## config.mk

```make
export PLATFORM = sky130hd
export DESIGN_NAME = mfc_fault_config
export DESIGN_NICKNAME = d
export VERILOG_FILES = /design/src/rtl/mfc_pkg.sv /design/src/rtl/mfc_fault_config.sv /design/src/rtl/mfc_lut.sv
export SDC_FILE = /design/constraint.sdc
export NUM_CORES = 1
export LEC_CHECK = 0
export BUFFER_PORTS_ARGS = -buffer_cell sky130_fd_sc_hd__buf_2
export CORE_ASPECT_RATIO = 1.25
export CORE_MARGIN = 2
export CORE_UTILIZATION = 50
export CTS_CLUSTER_SIZE = 20
export DETAILED_ROUTE_END_ITERATION = 16
export GPL_TIMING_DRIVEN = 0
export PLACE_DENSITY_LB_ADDON = 0.3
export SLEW_MARGIN = 0
export SYNTH_ARGS = -nofsm -noshare
export SYNTH_HDL_FRONTEND = slang
export SYNTH_HIERARCHICAL = 1
export SYNTH_SLANG_ARGS = --single-unit
```

## constraint.sdc

```tcl
create_clock -name mclk -period 12.15 [get_ports mclk]
set_input_delay 3.0375 -clock mclk [delete_from_list [all_inputs] [get_ports mclk]]
set_output_delay 3.0375 -clock mclk [all_outputs]
set_load 0.05 [all_outputs]
```

## src/rtl/mfc_pkg.sv

```systemverilog
// Purpose: shared constants for the motor fault configuration block
// Assumes: registers are reached at their printed offsets over a plain port
// Notes: decoded values use fixed units, see each table
package mfc_pkg;

    // ==========================================================
    // register offsets
    localparam logic [7:0] OFS_FAULT_LIMITS_SECOND = 8'h94;
    localparam logic [7:0] OFS_PIN_SETUP_FIRST = 8'hA4;
    localparam logic [7:0] OFS_PIN_SETUP_SECOND = 8'hA6;
    localparam logic [7:0] OFS_CHIP_SETUP_WORD = 8'hA8;
    localparam logic [7:0] OFS_IRQ_STATUS = 8'hB0;
    localparam logic [7:0] OFS_IRQ_MASK = 8'hB4;

    // ==========================================================
    // reset values
    localparam logic [31:0] RST_FAULT_LIMITS_SECOND = 32'h0000_0000;
    localparam logic [31:0] RST_PIN_SETUP_FIRST = 32'h0000_0000;
    localparam logic [31:0] RST_PIN_SETUP_SECOND = 32'h0000_0000;
    localparam logic [31:0] RST_CHIP_SETUP_WORD = 32'h0000_0000;
    localparam logic [5:0] RST_IRQ = 6'h00;

    // ==========================================================
    // writable bits; reserved bits read zero
    localparam logic [31:0] WMASK_PIN_SETUP_FIRST = 32'hFFFF_FFFE;
    localparam logic [31:0] WMASK_PIN_SETUP_SECOND = 32'hE80F_E000;

    // ==========================================================
    // field positions in fault_limits_second
    localparam int POS_SPEED_ANOMALY_ON = 30;
    localparam int POS_DESYNC_ON = 29;
    localparam int POS_ABSENT_LOAD_ON = 28;
    localparam int POS_SYNC_TIMES = 21;
    localparam int POS_ABSENT_LOAD_LEVEL = 18;
    localparam int POS_OV_POLICY = 17;
    localparam int POS_SUPPLY_UPPER = 14;
    localparam int POS_UV_POLICY = 13;
    localparam int POS_SUPPLY_LOWER = 10;
    localparam int POS_RETRY_TIMES = 7;
    localparam int POS_MIN_SPEED = 4;
    localparam int POS_JUMP_RATIO = 2;
    localparam int POS_DUTY_FLOOR = 0;

    // ==========================================================
    // status and mask bit positions
    localparam int ST_DESYNC = 0;
    localparam int ST_OVER = 1;
    localparam int ST_UNDER = 2;
    localparam int ST_ABSENT = 3;
    localparam int ST_SLOW = 4;
    localparam int ST_JUMP = 5;
    localparam int ST_W = 6;

    // ==========================================================
    // decode tables, code 0 in the low slice
    // sync losses before fault
    localparam logic [31:0] TBL_SYNC_TIMES = {4'h9, 4'h8, 4'h7, 4'h6, 4'h5, 4'h4, 4'h3, 4'h2};
    // sense voltage in 0.1 mV
    localparam logic [71:0] TBL_ABSENT_LEVEL = {9'h190, 9'h12C, 9'h0FA, 9'h0C8,
        9'h07D, 9'h064, 9'h04B, 9'h032};
    // supply in 0.1 V, zero is no limit
    localparam logic [79:0] TBL_SUPPLY_UPPER = {10'h258, 10'h1F4, 10'h190, 10'h15E,
        10'h12C, 10'h0FA, 10'h0C8, 10'h000};
    localparam logic [79:0] TBL_SUPPLY_LOWER = {10'h096, 10'h078, 10'h064, 10'h05A,
        10'h050, 10'h046, 10'h03C, 10'h000};
    // retry attempts, zero is unlimited
    localparam logic [39:0] TBL_RETRY = {5'h14, 5'h0F, 5'h0A, 5'h07, 5'h05, 5'h03, 5'h02, 5'h00};
    // speed in 0.5 Hz
    localparam logic [47:0] TBL_MIN_SPEED = {6'h32, 6'h1E, 6'h14, 6'h0A, 6'h06, 6'h04, 6'h02, 6'h01};
    // speed ratio
    localparam logic [15:0] TBL_JUMP_RATIO = {4'h8, 4'h6, 4'h4, 4'h2};
    // duty in 0.1 percent
    localparam logic [19:0] TBL_DUTY_FLOOR = {5'h19, 5'h14, 5'h0F, 5'h0A};

endpackage

```

## src/rtl/mfc_fault_config.sv

```systemverilog
// Purpose: fault threshold registers, decode and fault supervision
// Assumes: detector inputs come from logic on mclk
// Notes: thresholds are captured on eval_tick
// Notes on behaviour
// - desync fault after configured loss count
// - no-motor sense voltage threshold from code
// - overvoltage latches or clears by policy
// - upper supply limit from code
// - undervoltage latches or clears by policy
// - lower supply limit from code
// - retry attempt cap from code
// - lock fault below minimum speed
// - speed jump fault above ratio limit
// - target speed zero below duty floor
// - speed jump check only when enabled
// - desync check only when enabled
// - no-motor check only when enabled
//
// Our own choice: the plain strobed port.
`timescale 1ns/1ps
module mfc_fault_config (
    // clock and reset
    input wire logic mclk,
    input wire logic srst,
    // register port
    input wire logic [7:0] reg_addr,
    input wire logic [31:0] reg_wdata,
    input wire logic reg_wr,
    input wire logic reg_rd,
    output logic [31:0] reg_rdata,
    // detector inputs
    input wire logic eval_tick,
    input wire logic sync_lost,
    input wire logic [9:0] supply_dv,
    input wire logic [8:0] sense_level,
    input wire logic [15:0] elec_speed,
    input wire logic [9:0] duty_level,
    // decoded thresholds
    output logic [3:0] sync_loss_limit,
    output logic [8:0] absent_load_current_level,
    output logic [9:0] supply_upper_limit,
    output logic [9:0] supply_lower_limit,
    output logic [4:0] retry_limit,
    output logic [5:0] lock_min_speed,
    output logic [3:0] speed_jump_ratio,
    output logic [4:0] idle_duty_floor,
    output logic overvoltage_clear_policy,
    output logic undervoltage_clear_policy,
    output logic speed_anomaly_check_on,
    output logic desync_check_on,
    output logic absent_load_check_on,
    // fault state
    output logic [mfc_pkg::ST_W-1:0] fault_flags,
    output logic target_zero,
    output logic irq
);
    import mfc_pkg::*;

    logic [31:0] fault_limits_second;
    logic [31:0] pin_setup_first;
    logic [31:0] pin_setup_second;
    logic [31:0] chip_setup_word;
    logic [ST_W-1:0] irq_mask;
    logic [ST_W-1:0] next_flags;
    logic [ST_W-1:0] set_ev;
    logic [ST_W-1:0] w1c;
    logic [3:0] desync_cnt;
    logic [15:0] prev_speed;
    logic [19:0] jump_bound;
    logic over_now;
    logic under_now;
    logic desync_hit;

    // ==========================================================
    // register writes
    always_ff @(posedge mclk) begin
        if (srst) begin
            fault_limits_second <= RST_FAULT_LIMITS_SECOND;
            pin_setup_first <= RST_PIN_SETUP_FIRST;
            pin_setup_second <= RST_PIN_SETUP_SECOND;
            chip_setup_word <= RST_CHIP_SETUP_WORD;
            irq_mask <= RST_IRQ;
        end else if (reg_wr) begin
            case (reg_addr)
                OFS_FAULT_LIMITS_SECOND: begin
                    fault_limits_second <= reg_wdata;
                end
                OFS_PIN_SETUP_FIRST: begin
                    pin_setup_first <= reg_wdata & WMASK_PIN_SETUP_FIRST;
                end
                OFS_PIN_SETUP_SECOND: begin
                    pin_setup_second <= reg_wdata & WMASK_PIN_SETUP_SECOND;
                end
                OFS_CHIP_SETUP_WORD: begin
                    chip_setup_word <= reg_wdata;
                end
                OFS_IRQ_MASK: begin
                    irq_mask <= reg_wdata[ST_W-1:0];
                end
                default: begin
                    // unlisted offsets are left untouched
                    irq_mask <= irq_mask;
                end
            endcase
        end
    end

    // ==========================================================
    // register reads, data one cycle after strobe
    always_ff @(posedge mclk) begin
        if (srst) begin
            reg_rdata <= 32'h0000_0000;
        end else if (reg_rd) begin
            case (reg_addr)
                OFS_FAULT_LIMITS_SECOND: reg_rdata <= fault_limits_second;
                OFS_PIN_SETUP_FIRST: reg_rdata <= pin_setup_first;
                OFS_PIN_SETUP_SECOND: reg_rdata <= pin_setup_second;
                OFS_CHIP_SETUP_WORD: reg_rdata <= chip_setup_word;
                OFS_IRQ_STATUS: reg_rdata <= {26'h000_0000, fault_flags};
                OFS_IRQ_MASK: reg_rdata <= {26'h000_0000, irq_mask};
                default: reg_rdata <= 32'h0000_0000;
            endcase
        end else begin
            reg_rdata <= 32'h0000_0000;
        end
    end

    // ==========================================================
    // field decode, captured at each evaluation
    mfc_lut #(.IW(3), .W(4), .TABLE(TBL_SYNC_TIMES)) u_sync (
        .mclk(mclk),
        .srst(srst),
        .load(eval_tick),
        .code(fault_limits_second[POS_SYNC_TIMES +: 3]),
        .value(sync_loss_limit)
    );

    mfc_lut #(.IW(3), .W(9), .TABLE(TBL_ABSENT_LEVEL)) u_absent (
        .mclk(mclk),
        .srst(srst),
        .load(eval_tick),
        .code(fault_limits_second[POS_ABSENT_LOAD_LEVEL +: 3]),
        .value(absent_load_current_level)
    );

    mfc_lut #(.IW(3), .W(10), .TABLE(TBL_SUPPLY_UPPER)) u_upper (
        .mclk(mclk),
        .srst(srst),
        .load(eval_tick),
        .code(fault_limits_second[POS_SUPPLY_UPPER +: 3]),
        .value(supply_upper_limit)
    );

    mfc_lut #(.IW(3), .W(10), .TABLE(TBL_SUPPLY_LOWER)) u_lower (
        .mclk(mclk),
        .srst(srst),
        .load(eval_tick),
        .code(fault_limits_second[POS_SUPPLY_LOWER +: 3]),
        .value(supply_lower_limit)
    );

    mfc_lut #(.IW(3), .W(5), .TABLE(TBL_RETRY)) u_retry (
        .mclk(mclk),
        .srst(srst),
        .load(eval_tick),
        .code(fault_limits_second[POS_RETRY_TIMES +: 3]),
        .value(retry_limit)
    );

    mfc_lut #(.IW(3), .W(6), .TABLE(TBL_MIN_SPEED)) u_speed (
        .mclk(mclk),
        .srst(srst),
        .load(eval_tick),
        .code(fault_limits_second[POS_MIN_SPEED +: 3]),
        .value(lock_min_speed)
    );

    mfc_lut #(.IW(2), .W(4), .TABLE(TBL_JUMP_RATIO)) u_ratio (
        .mclk(mclk),
        .srst(srst),
        .load(eval_tick),
        .code(fault_limits_second[POS_JUMP_RATIO +: 2]),
        .value(speed_jump_ratio)
    );

    mfc_lut #(.IW(2), .W(5), .TABLE(TBL_DUTY_FLOOR)) u_duty (
        .mclk(mclk),
        .srst(srst),
        .load(eval_tick),
        .code(fault_limits_second[POS_DUTY_FLOOR +: 2]),
        .value(idle_duty_floor)
    );

    // ==========================================================
    // mode and enable bits, captured at each evaluation
    always_ff @(posedge mclk) begin
        if (srst) begin
            overvoltage_clear_policy <= 1'b0;
            undervoltage_clear_policy <= 1'b0;
            speed_anomaly_check_on <= 1'b0;
            desync_check_on <= 1'b0;
            absent_load_check_on <= 1'b0;
        end else if (eval_tick) begin
            overvoltage_clear_policy <= fault_limits_second[POS_OV_POLICY];
            undervoltage_clear_policy <= fault_limits_second[POS_UV_POLICY];
            speed_anomaly_check_on <= fault_limits_second[POS_SPEED_ANOMALY_ON];
            desync_check_on <= fault_limits_second[POS_DESYNC_ON];
            absent_load_check_on <= fault_limits_second[POS_ABSENT_LOAD_ON];
        end
    end

    // ==========================================================
    // sync loss counter
    assign desync_hit = desync_check_on && sync_lost && ((desync_cnt + 4'h1) >= sync_loss_limit);

    always_ff @(posedge mclk) begin
        if (srst) begin
            desync_cnt <= 4'h0;
        end else if (!desync_check_on) begin
            desync_cnt <= 4'h0;
        end else if (desync_hit) begin
            desync_cnt <= 4'h0;
        end else if (sync_lost) begin
            desync_cnt <= desync_cnt + 4'h1;
        end
    end

    // ==========================================================
    // supply and speed comparisons
    assign over_now = (supply_upper_limit != 10'h000) && (supply_dv > supply_upper_limit);
    assign under_now = (supply_lower_limit != 10'h000) && (supply_dv < supply_lower_limit);
    assign jump_bound = prev_speed * speed_jump_ratio;

    always_ff @(posedge mclk) begin
        if (srst) begin
            prev_speed <= 16'h0000;
        end else if (eval_tick) begin
            prev_speed <= elec_speed;
        end
    end

    // ==========================================================
    // fault events
    always_comb begin
        set_ev = '0;
        set_ev[ST_DESYNC] = desync_hit;
        set_ev[ST_OVER] = eval_tick && over_now;
        set_ev[ST_UNDER] = eval_tick && under_now;
        set_ev[ST_ABSENT] = eval_tick && absent_load_check_on
            && (sense_level < absent_load_current_level);
        set_ev[ST_SLOW] = eval_tick && ({10'h000, lock_min_speed} > elec_speed);
        set_ev[ST_JUMP] = eval_tick && speed_anomaly_check_on && (prev_speed != 16'h0000)
            && ({4'h0, elec_speed} > jump_bound);
    end

    // ==========================================================
    // sticky status, write one to clear, set wins
    always_comb begin
        w1c = '0;
        if (reg_wr && (reg_addr == OFS_IRQ_STATUS)) begin
            w1c = reg_wdata[ST_W-1:0];
        end
        if (eval_tick && overvoltage_clear_policy && !over_now) begin
            w1c[ST_OVER] = 1'b1;
        end
        if (eval_tick && undervoltage_clear_policy && !under_now) begin
            w1c[ST_UNDER] = 1'b1;
        end
        next_flags = (fault_flags & ~w1c) | set_ev;
    end

    always_ff @(posedge mclk) begin
        if (srst) begin
            fault_flags <= RST_IRQ;
        end else begin
            fault_flags <= next_flags;
        end
    end

    always_ff @(posedge mclk) begin
        if (srst) begin
            irq <= 1'b0;
        end else begin
            irq <= |(next_flags & irq_mask);
        end
    end

    // ==========================================================
    // zero target speed
    always_ff @(posedge mclk) begin
        if (srst) begin
            target_zero <= 1'b1;
        end else begin
            target_zero <= duty_level < {5'h00, idle_duty_floor};
        end
    end

endmodule

```

## src/rtl/mfc_lut.sv

```systemverilog
// Purpose: small code-to-value table lookup with registered output
// Assumes: load is a one-cycle capture strobe
// Notes: entry for code 0 sits in the low bits of the table
`timescale 1ns/1ps
module mfc_lut #(
    parameter int IW = 3,
    parameter int W = 4,
    parameter logic [(W << IW)-1:0] TABLE = '0
) (
    // clock and reset
    input wire logic mclk,
    input wire logic srst,
    // code in, value out
    input wire logic load,
    input wire logic [IW-1:0] code,
    output logic [W-1:0] value
);

    // ==========================================================
    // held value
    always_ff @(posedge mclk) begin
        if (srst) begin
            value <= TABLE[W-1:0];
        end else if (load) begin
            value <= TABLE[code*W +: W];
        end
    end

endmodule

```

==> qor.yml <==
worstHoldStart: "pin_setup_first[12]"
dp_cells: 2022
final_cells: 2061
nets: 1939
r2r-start: "u_ratio/value[3]"
p_per_area_mw_per_mm2: 111
pwr-share-comb: 0.099
clock_latency_ns: 0.50
hold_viol: 0
critPathMaxFanout: 10
num_vias: 11400
synth_ff_type: "dfxtp_1"
maxCapViolations: 0
hp-class: "flop to flop"
die_x_um: 145
die_y_um: 181
status: "finished clean"
timing.fmax_mhz: 172
max_slew.worst_pin.slew_ns: 1.20
cts_sinks: 225
p_leak_nw: 6.04
final-setup-viol-count: 0
die-area_mm2: 0.0263
grtUsageTotal: 0.262
netlist_instances: 1509
async_flop_share: 0
finalWirelength_mm: 35.7
rows: 64
ir_worst_vdd_uv: 118
cts-resized-gates: 0
ys_warn_count: 6
hold_buffers: 0
total_power_w: 0.00162
synth_cell_types: 72
cts_buffers: 21
clk_pin_slew_ns: 0.07
critPathKind: "flop to flop"
synth_top_cells_by_count: "278 x nand2_1, 225 x dfxtp_1, 165 x a21oi_1, 121 x inv_1, 105 x ha_1"
start_util: 0.510
clock_power_share: 0.436
drive_above_1_share: 0.145
avgViaCountPerCell: 5.52
cp-startpoint: "u_ratio/value[3]"
cts_max_path_buffers: 3
fin_crit_sh: 0.479
synth_top_cell_area_share: 0.361
drt_iter0_markers: 738
route.met3.wl_mm: 2.13
sw_frac_of_total: 0.241
yosysSeqAreaShare: 0.361
timing_max_transition_violations_final: 0
critPathLaunchType: "flop"
grt_pass1_vias: 10900
grt_setup_unrepaired: "false"
antenna_found_initial: 4
hpwl_mm: 26.9
drt-met1-wl_mm: 14.4
top_layer: "met5"
num-fill-cells: 2251
ys_ff_latch: 225
syn_to_final_growth_pct: 16.6
firstDrtPassIters: 6
cts-htree-levels: 1
synth_area_leader_cell: "dfxtp_1"
post_cts_buffers: 0
end_kind: "flop"
min_period_ns: 5.82
io-pin-count: 189
syn_avg_cell_area_um2: 8.28
grt_pass1_wl_mm: 56.0
port_buffers: 181
multiInputGateArea_mm2: 0.00714
cp.arrival_ns: 6.22
p_seq_frac: 0.465
final_core_util: 0.594
finClkSkew_ns: 0.00702
gr-total-overflow: 0
netSwitchingPower_w: 0.000390
slew_headroom: 0.193
fin_tns_setup_ns: 0
regArea_mm2: 0.00450
yosysMostFrequentCell: "nand2_1"
synth_area_mm2: 0.0125
cts-root-buf: "clkbuf_16"
wl_per_cell_um: 17.3
hold_slack_ns: 0.455
gp_congestion: 0.935
required_ns: 12.55
grt_max_degree: 29
internal-power_w: 0.00123
drc_errors: 0
antenna_left: 0
cts_tree: "done"
routed-wl-met2_mm: 17.9
synth_edf_count: 0
core_mm2: 0.0245
synthTopCellsByArea: "dfxtp_1 36%, ha_1 11%, nand2_1 8.4%, a21oi_1 6.6%, fa_1 4.5%"
==> final timing paths <==
check,end,slack (ns),depth (start not counted)
hold / removal,pin_setup_first[12],0.45,2
setup reg to reg,irq,6.33,22
hold reg to reg,pin_setup_first[12],0.45,2
setup / recovery,irq,6.33,22
==> worst max-delay path, cell delays in order, from the launching register on <==
cell       delay, ns
dfxtp_1         0.42
clkbuf_1        0.27
and2_1          0.25
fa_1            0.54
inv_1           0.05
fa_1            0.52
inv_1           0.04
ha_1            0.35
o21ai_0         0.17
o21bai_1        0.10
o21ai_0         0.45
nand2b_1        0.11
a21oi_1         0.23
o21bai_1        0.09
a21oi_1         0.17
xnor2_1         0.15
ha_1            0.27
nand4_1         0.14
nor4_1          0.09
a2111o_1        0.41
nor4_1          0.24
o2111ai_1       0.35
o311ai_1        0.33
==> metal layers <==
metal  GRT usage  up-vias
met5           0        -
met4      0.0965        2
met3      0.0341       96
met2       0.475      382
met1       0.315     5348
li1            -     5550
==> kinds of logic after synthesis <==
| kind of cell | count (synthesis) | share of synthesized area |
|---|---|---|
| flops | 225 | 0.361 |
| other cells | 3 | 0.000901 |
| mux | 37 | 0.0297 |
| fa+ha+maj | 133 | 0.150 |
| compound gates | 319 | 0.164 |
| xor+xnor | 17 | 0.0119 |
| buf+inv | 203 | 0.0687 |
| simple gates | 572 | 0.214 |
==> cell usage in the layout, fill, tap and decap left out, types with 4 or more instances in the layout <==
master / n
clkbuf_1: 60
nand2b_1: 38
buf_6: 8
nand3b_1: 7
a211oi_1: 15
xor2_1: 8
buf_4: 7
and2_1: 49
nor4_1: 16
fa_1: 28
xnor2_1: 9
mux2i_1: 36
a22oi_1: 30
a222oi_1: 20
buf_2: 187
a311oi_1: 4
inv_1: 121
nor3_1: 14
a31oi_1: 7
conb_1: 5
nor3b_1: 4
a21oi_1: 165
o21ai_0: 20
bufinv_16: 4
nor2_1: 97
clkbuf_8: 4
nor2b_1: 10
ha_1: 105
o32ai_1: 5
or2_1: 4
a21o_1: 19
nand4_1: 8
clkbuf_16: 21
nand2_1: 278
nand3_1: 23
dfxtp_1: 225
==> stage by stage <==
step                      area, um2  setup slack, ns
after floorplan               12500             7.17
after global placement        13800             6.35
after detailed placement      13800             6.32
after CTS                     14600             6.29
after global routing          14600             5.82
final                         14600             6.33
==> state kept, by name (all words and copies together) (netlist names), 3 cells and up <==
name / count
pin_setup_second: 11
u_lower/value: 7
u_upper/value: 9
u_absent/value: 9
u_ratio/value: 3
u_speed/value: 6
irq_mask: 6
pin_setup_first: 31
fault_flags: 6
u_retry/value: 5
fault_limits_second: 32
reg_rdata: 32
u_duty/value: 5
prev_speed: 16
desync_cnt: 4
u_sync/value: 4
chip_setup_word: 32
==> area by class of cell <==
type	count	area share
Multi-Input combinational cell	1083	0.490
Clock buffer	27	0.0404
Sequential cell	225	0.309
Clock inverter	9	0.0103
Inverter	121	0.0312
Buffer	82	0.0277
Timing Repair Buffer	181	0.0622
Antenna cell	3	0.000515
Tap cell	330	0.0283
==> power by group through the flow <==
stage	logic, W	clock network (W)	registers [W]
final	0.000161	0.000706	0.000753
after global routing	0.000178	0.000739	0.000753
after CTS	0.000159	0.000710	0.000752
after detailed placement	0.000158	0	0.000769
after global placement	0.000155	0	0.000769
after floorplan	0.0000915	0	0.000778
No activity file was read; power rests on OpenSTA's default activity.
